===== src/include/smpi_pkg.sv =====
// Shared constants for the serial memory pin interface
package smpi_pkg;

   // =====================================================================
   // Array and byte framing
   localparam int DATA_W = 8;
   localparam int ADDR_W = 19;
   localparam int ADDR_BYTES = 3;
   localparam int ARRAY_WORDS = 524288;
   localparam int BIT_CNT_W = 3;
   localparam int BYTE_CNT_W = 3;
   localparam logic [BIT_CNT_W-1:0] LAST_BIT = 3'h7;
   localparam logic [BYTE_CNT_W-1:0] BYTE_CNT_MAX = 3'h7;
   localparam logic [BYTE_CNT_W-1:0] CMD_BYTE_IDX = 3'h0;
   localparam logic [BYTE_CNT_W-1:0] ADDR_FIRST_IDX = 3'h1;

   // =====================================================================
   // Pin vector layout, reset levels (idle bus: deselected, no hold)
   localparam int PIN_W = 5;
   localparam int PIN_CS = 4;
   localparam int PIN_SCK = 3;
   localparam int PIN_SI = 2;
   localparam int PIN_HOLD = 1;
   localparam int PIN_WP = 0;
   localparam logic [PIN_W-1:0] PIN_RST = 5'h13;
   localparam logic CS_PREV_RST = 1'h1;
   localparam logic SCK_PREV_RST = 1'h0;

   // =====================================================================
   // Timing: serial clock limit against the sampling clock
   localparam int CLK_MHZ = 40;
   localparam int SCK_MAX_MHZ = 50;
   localparam int SCK_MIN_PERIOD_NS = 1000 / SCK_MAX_MHZ;
   localparam int CLK_PERIOD_NS = 1000 / CLK_MHZ;
   localparam int SYNC_STAGES = 2;
   localparam int EDGE_LAT_CYC = SYNC_STAGES + 1;

endpackage


===== src/verilog/smpi_sync.sv =====
// Two-stage synchroniser for a vector of pin levels
`timescale 1ns/1ps
module smpi_sync #(
   parameter int W = 1,
   parameter logic [W-1:0] RST = '0
) (
   // Clock and reset
   input wire logic clk,
   input wire logic rstn,
   // Levels
   input wire logic [W-1:0] d,
   output logic [W-1:0] q
);

   typedef struct packed {
      logic [W-1:0] meta;
      logic [W-1:0] sync;
   } smpi_sync_s;

   smpi_sync_s st_r;
   smpi_sync_s st_nxt;

   always_comb begin
      st_nxt.meta = d;
      st_nxt.sync = st_r.meta;
   end

   always_ff @(posedge clk or negedge rstn) begin
      if (!rstn) begin
         st_r <= {RST, RST};
      end else begin
         st_r <= st_nxt;
      end
   end

   assign q = st_r.sync;

endmodule


===== src/verilog/smpi_edge.sv =====
// Edge finder on a synchronised level, gated by an enable
`timescale 1ns/1ps
module smpi_edge #(
   parameter logic PREV_RST = 1'h0
) (
   // Clock and reset
   input wire logic clk,
   input wire logic rstn,
   // Level and gate
   input wire logic lvl,
   input wire logic en,
   // Edge pulses
   output logic rise,
   output logic fall
);

   typedef struct packed {
      logic prev;
   } smpi_edge_s;

   smpi_edge_s st_r;
   smpi_edge_s st_nxt;

   // Previous level tracks even while gated, so no stale edge on release
   always_comb begin
      st_nxt.prev = lvl;
   end

   always_ff @(posedge clk or negedge rstn) begin
      if (!rstn) begin
         st_r.prev <= PREV_RST;
      end else begin
         st_r <= st_nxt;
      end
   end

   assign rise = en & lvl & ~st_r.prev;
   assign fall = en & ~lvl & st_r.prev;

endmodule


===== src/verilog/smpi_pins.sv =====
// Pin front end of a serial byte memory, slave on a four-wire bus
`timescale 1ns/1ps
module smpi_pins
   import smpi_pkg::*;
#(
   parameter int DW = DATA_W,
   parameter int AW = ADDR_W
) (
   // Clock and reset
   input wire logic clk,
   input wire logic rstn,
   // Bus pins
   input wire logic csN,
   input wire logic sck,
   input wire logic si,
   input wire logic holdN,
   input wire logic wpN,
   output logic soOut,
   output logic soOe,
   // Received bytes toward command logic
   output logic [DW-1:0] rxByte,
   output logic rxByteValid,
   output logic [DW-1:0] cmdByte,
   output logic cmdValid,
   output logic [AW-1:0] rxAddr,
   output logic [BYTE_CNT_W-1:0] byteIndex,
   // Read data from command logic
   input wire logic readActive,
   input wire logic [DW-1:0] txByte,
   output logic txByteReq,
   // Frame state
   output logic frameEnd,
   output logic partialEnd,
   output logic mode3,
   output logic standby,
   output logic holdActive,
   // Status write gate
   input wire logic statusWrReq,
   output logic statusWrGrant,
   output logic statusWrDeny,
   output logic wpLow
);

   typedef struct packed {
      logic csLow;
      logic mode3;
      logic [BIT_CNT_W-1:0] bitCnt;
      logic seenRise;
      logic [DW-1:0] rxShift;
      logic [BYTE_CNT_W-1:0] byteCnt;
      logic cmdSeen;
      logic [DW-1:0] cmd;
      logic [AW-1:0] addr;
      logic [DW-1:0] rxByte;
      logic rxValid;
      logic cmdValid;
      logic [DW-1:0] txShift;
      logic txOn;
      logic txReq;
      logic soBit;
      logic frameEnd;
      logic partial;
      logic wrGrant;
      logic wrDeny;
   } smpi_pins_s;

   smpi_pins_s st_r;
   smpi_pins_s st_nxt;

   // =====================================================================
   // Pin synchronisers and edge finders
   logic [PIN_W-1:0] pinSync;
   logic csLvl;
   logic sckLvl;
   logic siLvl;
   logic holdHigh;
   logic wpHigh;
   logic csRise;
   logic csFall;
   logic sckRise;
   logic sckFall;
   logic [DW-1:0] rxNext;

   // sampled clock needs a slow serial clock
   smpi_sync #(
      .W(PIN_W),
      .RST(PIN_RST)
   ) u_sync (
      .clk(clk),
      .rstn(rstn),
      .d({csN, sck, si, holdN, wpN}),
      .q(pinSync)
   );

   assign csLvl = pinSync[PIN_CS];
   assign sckLvl = pinSync[PIN_SCK];
   assign siLvl = pinSync[PIN_SI];
   assign holdHigh = pinSync[PIN_HOLD];
   assign wpHigh = pinSync[PIN_WP];

   smpi_edge #(
      .PREV_RST(CS_PREV_RST)
   ) u_cs_edge (
      .clk(clk),
      .rstn(rstn),
      .lvl(csLvl),
      .en(holdHigh),
      .rise(csRise),
      .fall(csFall)
   );

   // hold and deselect gate clock edges
   smpi_edge #(
      .PREV_RST(SCK_PREV_RST)
   ) u_sck_edge (
      .clk(clk),
      .rstn(rstn),
      .lvl(sckLvl),
      .en(holdHigh & st_r.csLow & ~csRise),
      .rise(sckRise),
      .fall(sckFall)
   );

   assign rxNext = {st_r.rxShift[DW-2:0], siLvl};

   // =====================================================================
   // Next state
   always_comb begin
      st_nxt = st_r;
      st_nxt.rxValid = 1'b0;
      st_nxt.cmdValid = 1'b0;
      st_nxt.txReq = 1'b0;
      st_nxt.frameEnd = 1'b0;
      st_nxt.wrGrant = 1'b0;
      st_nxt.wrDeny = 1'b0;
      if (csFall) begin
         st_nxt.csLow = 1'b1;
         st_nxt.mode3 = sckLvl;
         st_nxt.bitCnt = '0;
         st_nxt.seenRise = 1'b0;
         st_nxt.byteCnt = '0;
         st_nxt.cmdSeen = 1'b0;
         st_nxt.addr = '0;
         st_nxt.txOn = 1'b0;
      end else if (csRise) begin
         st_nxt.csLow = 1'b0;
         st_nxt.bitCnt = '0;
         st_nxt.seenRise = 1'b0;
         st_nxt.byteCnt = '0;
         st_nxt.cmdSeen = 1'b0;
         st_nxt.txOn = 1'b0;
         st_nxt.frameEnd = 1'b1;
         // flag ends off a byte boundary
         st_nxt.partial = (st_r.bitCnt != '0);
      end else if (sckRise) begin
         st_nxt.rxShift = rxNext;
         st_nxt.bitCnt = st_r.bitCnt + 1'b1;
         st_nxt.seenRise = 1'b1;
         if (st_r.bitCnt == LAST_BIT) begin
            st_nxt.rxByte = rxNext;
            st_nxt.rxValid = 1'b1;
            if (st_r.byteCnt != BYTE_CNT_MAX) begin
               st_nxt.byteCnt = st_r.byteCnt + 1'b1;
            end
            // first byte is the only command
            if (st_r.byteCnt == CMD_BYTE_IDX && !st_r.cmdSeen) begin
               st_nxt.cmd = rxNext;
               st_nxt.cmdValid = 1'b1;
               st_nxt.cmdSeen = 1'b1;
            end
            if (st_r.byteCnt >= ADDR_FIRST_IDX &&
                st_r.byteCnt <= BYTE_CNT_W'(ADDR_BYTES)) begin
               st_nxt.addr = AW'({st_r.addr, rxNext});
            end
         end
      end else if (sckFall && st_r.seenRise) begin
         // output moves on falling edge only
         if (st_r.bitCnt == '0) begin
            // load read data at byte boundary
            if (readActive) begin
               st_nxt.soBit = txByte[DW-1];
               st_nxt.txShift = {txByte[DW-2:0], 1'b0};
               st_nxt.txOn = 1'b1;
               st_nxt.txReq = 1'b1;
            end else begin
               st_nxt.txOn = 1'b0;
            end
         end else if (st_r.txOn) begin
            st_nxt.soBit = st_r.txShift[DW-1];
            st_nxt.txShift = {st_r.txShift[DW-2:0], 1'b0};
         end
      end
      // status write refused under write protect
      if (statusWrReq && st_r.csLow) begin
         st_nxt.wrGrant = wpHigh;
         st_nxt.wrDeny = ~wpHigh;
      end
   end

   // no timeouts, state holds while clock stops
   always_ff @(posedge clk or negedge rstn) begin
      if (!rstn) begin
         st_r <= '0;
      end else begin
         st_r <= st_nxt;
      end
   end

   // =====================================================================
   // Outputs
   // drive only in read data while selected
   assign soOe = st_r.txOn & st_r.csLow & holdHigh;
   assign soOut = st_r.soBit;
   assign rxByte = st_r.rxByte;
   assign rxByteValid = st_r.rxValid;
   assign cmdByte = st_r.cmd;
   assign cmdValid = st_r.cmdValid;
   assign rxAddr = st_r.addr;
   assign byteIndex = st_r.byteCnt;
   assign txByteReq = st_r.txReq;
   assign frameEnd = st_r.frameEnd;
   assign partialEnd = st_r.partial;
   assign mode3 = st_r.mode3;
   assign standby = ~st_r.csLow;
   // suspend indication, only meaningful while selected
   assign holdActive = st_r.csLow & ~holdHigh;
   assign statusWrGrant = st_r.wrGrant;
   assign statusWrDeny = st_r.wrDeny;
   assign wpLow = ~wpHigh;
endmodule


===== config.mk =====
export PLATFORM = sky130hd
export DESIGN_NAME = smpi_pins
export DESIGN_NICKNAME = d
export VERILOG_FILES = /design/src/include/smpi_pkg.sv /design/src/verilog/smpi_sync.sv /design/src/verilog/smpi_edge.sv /design/src/verilog/smpi_pins.sv
export SDC_FILE = /design/constraint.sdc
export NUM_CORES = 1
export LEC_CHECK = 0
export ABC_CLOCK_PERIOD_IN_PS = 5650
export BUFFER_PORTS_ARGS = -buffer_cell sky130_fd_sc_hd__buf_2
export CORE_MARGIN = 4
export CORE_UTILIZATION = 48
export CTS_CLUSTER_SIZE = 8
export DETAILED_ROUTE_END_ITERATION = 12
export PLACE_DENSITY_LB_ADDON = 0.05
export SYNTH_ARGS = -nofsm -noshare
export SYNTH_HDL_FRONTEND = slang
export SYNTH_SLANG_ARGS = --single-unit

===== constraint.sdc =====
create_clock -name clk -period 5.65 [get_ports clk]
set_clock_uncertainty 0.15 [all_clocks]
set_input_delay 0.8475 -clock clk [delete_from_list [all_inputs] [get_ports clk]]
set_output_delay 0.8475 -clock clk [all_outputs]
set_load 0.01 [all_outputs]

==> flow_metrics.py <==
metrics = {
    "timing": {
        "timing.max_slew.rel_slack_pct": 34.9,
        "tightestPinTransition_ns": 0.976,
        "period_needed_ns": 2.66,
        "setup_violations": 0,
        "post-route-period-util_pct": 47.1,
        "timing_max_transition_violations_final": 0,
        "timing_hold_violations_final": 0,
        "setup-tns-final_ns": 0,
        "fmax_mhz": 376,
        "rsz0062_at_grt": "false",
        "final.setup.worst_slack_ns": 2.99,
    },
    "power_and_ir_drop": {
        "power.share.sequential_pct": 53.2,
        "internal_power_w": 0.000874,
        "swShare_pct": 23.1,
        "pwr-share-comb_pct": 4.9,
        "vdd_ir_drop_max_v": 0.000184,
        "part_of_the_total_power_dissipated_in_the_clock_network_pct": 41.9,
        "leakage_nw": 2.16,
        "p_per_area_nw_per_um2": 293,
        "net-switching-power_w": 0.000262,
    },
    "logic_synthesis": {
        "syn_avg_cell_area_sq_um": 12.7,
        "netlist_instances": 277,
        "synth.cell_area_sq_um": 3510,
        "synth-main-ff-cell": "dfrtp_1",
        "async_reset_ff_share_pct": 100,
        "seq_area_frac_synth_pct": 57.3,
        "synth.lib_cells_used.distinct": 37,
        "synth.yosys.warnings": 0,
        "synth.ff_latch_count": 80,
        "synth-edff-count": 0,
        "syn_nets": 302,
    },
    "clocking": {
        "tritoncts_clock_tree": "yes",
        "cts-buffers-inserted": 9,
        "clkSinkCount": 80,
        "clkLatencyLatePin_ns": 0.35,
        "clk_root_buffer_cell": "clkbuf_8",
        "clk_pin_slew_ns": 0.08,
        "cts_hold_buf": 0,
        "number_of_h_tree_branching_levels": 3,
        "cts_resized": 0,
        "max-clock-path-buffers": 2,
        "postCtsSetupRepairBufs": 0,
    },
    "final_layout": {
        "areaGrowthSynthToFinish_pct": 10.5,
        "nets": 335,
        "insertedDiodeCount": 0,
        "layout_cell_share_with_drive_strength_beyond_1_pct": 41.6,
    },
    "detailed_routing": {
        "detail_route.vias_per_cell": 4.90,
        "routed_wirelength_um": 6110,
        "drt_first_iter_violations": 60,
        "routedWlPerCell_um": 14.9,
        "dr.pass1.iters": 4,
        "ant_nets": 0,
        "dr_total_vias": 2015,
        "drc_violation_count_after_routing": 0,
    },
    "min_path": {
        "min_path_cells": 0,
        "min-delay-start": "u_sync.st_nxt[4]",
        "holdCritPathClass": "reg -> reg",
        "whs_endpoint": "u_sync.q[4]",
    },
    "grt": {
        "grt_pass1_wl_um": 10300,
        "antenna_found_initial": 0,
        "pin_count_of_the_biggest_net_entering_global_routing": 81,
        "grt_pass1_vias": 2046,
        "grt_usage_pct": 15.3,
        "globalRouteOverflowTotal": 0,
    },
    "floorplan": {
        "row_count": 30,
        "initial_utilization_pct": 50.5,
        "die-width_um": 93.5,
        "floorplan_die_area_sq_um": 8740,
        "core_area_sq_um": 6940,
        "die_h_um": 93.5,
        "ioPinCount": 68,
    },
    "placement": {
        "place_hpwl_um": 4210,
        "dpl_worst_slack_ns": 2.98,
        "placement.io_buffers": 67,
        "routabilityCongestion": 0.741,
    },
    "critical_path": {
        "crit_path_start_kind": "flop",
        "crit_arrival_ns": 2.75,
        "timing_worst_setup_path_type": "reg -> reg",
        "crit-reg2reg-capture": "cmdByte[2]",
        "critical_path.endpoint_type": "flop",
        "worst-r2r-setup-slack_ns": 2.99,
        "regToRegStartpoint": "st_r[65]",
        "worst-endpoint-required_ns": 5.74,
        "worstRegToRegCells": 6,
        "critical_path_peak_fanout": 13,
    },
    "run_status": {
        "outcome": "completed",
    },
    "flow_run": {
        "maxCapViolations": 0,
    },
}
power by group through the flow:
| stage | combinational (W) | sequential [W] | clock [W] |
|---|---|---|---|
| detailed placement | 0.0000583 | 0.000617 | 0 |
| floorplan | 0.0000299 | 0.000612 | 0 |
| finish | 0.0000562 | 0.000604 | 0.000476 |
| CTS | 0.0000583 | 0.000605 | 0.000488 |
| global route | 0.0000653 | 0.000607 | 0.000517 |
| global placement | 0.0000576 | 0.000616 | 0 |
layer usage:
layer	wire length, um	track usage, %	up-vias
met2	2900	23.0	46
li1	-	-	973
met4	90	5.86	0
met1	2820	21.0	988
met5	0	0	-
met3	306	4.51	8
state kept, by name, indices dropped and copies added (netlist names), 3 cells and up:
| register | flops |
|---|---|
| rxByte | 8 |
| byteIndex | 3 |
| rxAddr | 19 |
| u_sync.q | 5 |
| cmdByte | 8 |
| rxNext | 7 |
| st_r | 14 |
| u_sync.st_nxt | 5 |
logic make-up after synthesis:
group           count (synthesis)  share of synthesized area (%)
compound gates                 33                           7.92
xor+xnor                        1                          0.250
fa+ha+maj                       9                           3.14
buf+inv                        60                           10.9
flops                          80                           57.3
mux                            36                           12.3
simple gates                   58                           8.13
worst max-delay path, stage by stage (launching register included):
cell and delay, ns:
dfrtp_1 0.37, ha_1 0.15, ha_1 0.18, inv_1 0.06, or4_4 0.65, or3_1 0.61
mux2_4 0.37
layout by cell type, fill, tap and decap left out, types with 2 or more instances in the layout:
cell and n:
ha_1 8, inv_1 13, nor2b_1 5, mux2_2 24
clkbuf_8 10, o21a_1 2, a21oi_1 3, nand3_1 2
o21ai_0 2, nand2_1 28, buf_2 66, mux2_4 8
dfstp_2 7, or4_1 3, buf_4 3, dfrtp_1 73
inv_6 2, nand2b_1 2, nor2_1 10, a22o_1 21
bufinv_16 2, mux2i_1 3
layout make-up:
type                       instances  area (sq um)
fill                             611          3070
sequential                        80          2010
multi-input combinational        137          1110
timing repair buffer              69           353
clock buffer                      10           138
tap                               96           120
clock inverter                     6          90.1
inverter                          13          48.8
worst max-delay path by stage:
stage / from / end / slack [ns]
2_1_floorplan: st_r[65] / cmdByte[0] / 3.33
3_3_place_gp: st_r[65] / cmdByte[6] / 3.03
3_5_place_dp: st_r[66] / cmdByte[3] / 2.98
4_1_cts: st_r[65] / cmdByte[0] / 2.97
5_1_grt: st_r[65] / cmdByte[7] / 2.84
6_report: st_r[65] / cmdByte[2] / 2.99
Yosys cell counts (2+ instances only):
library cell  number  area (sq um)
a21oi_1            3          15.0
a22o_1            21           184
buf_2              3          15.0
buf_4             39           293
clkbuf_1           4          15.0
dfrtp_1           73          1830
dfstp_2            7           184
ha_1               8           100
inv_1             13          48.8
mux2_2            24           270
mux2_4             8           120
mux2i_1            3          30.0
nand2_1           28           105
nand2b_1           2          12.5
nand3_1            2          10.0
nor2_1            10          37.5
nor2b_1            5          31.3
o21a_1             2          15.0
o21ai_0            2          10.0
or4_1              3          22.5
through the flow:
step                      power, W  hold WS (ns)  utilization, %  cells  instance area, sq um
after floorplan           0.000641         0.181               -    277                  3510
after global placement    0.000674         0.185            52.5    395                  3650
after detailed placement  0.000675         0.195            52.5    395                  3650
after CTS                  0.00115         0.211            55.8    411                  3870
after global routing       0.00119         0.216            55.8    411                  3870
final                      0.00114         0.209            55.8    411                  3870
No activity file was read; power rests on OpenSTA's default activity.
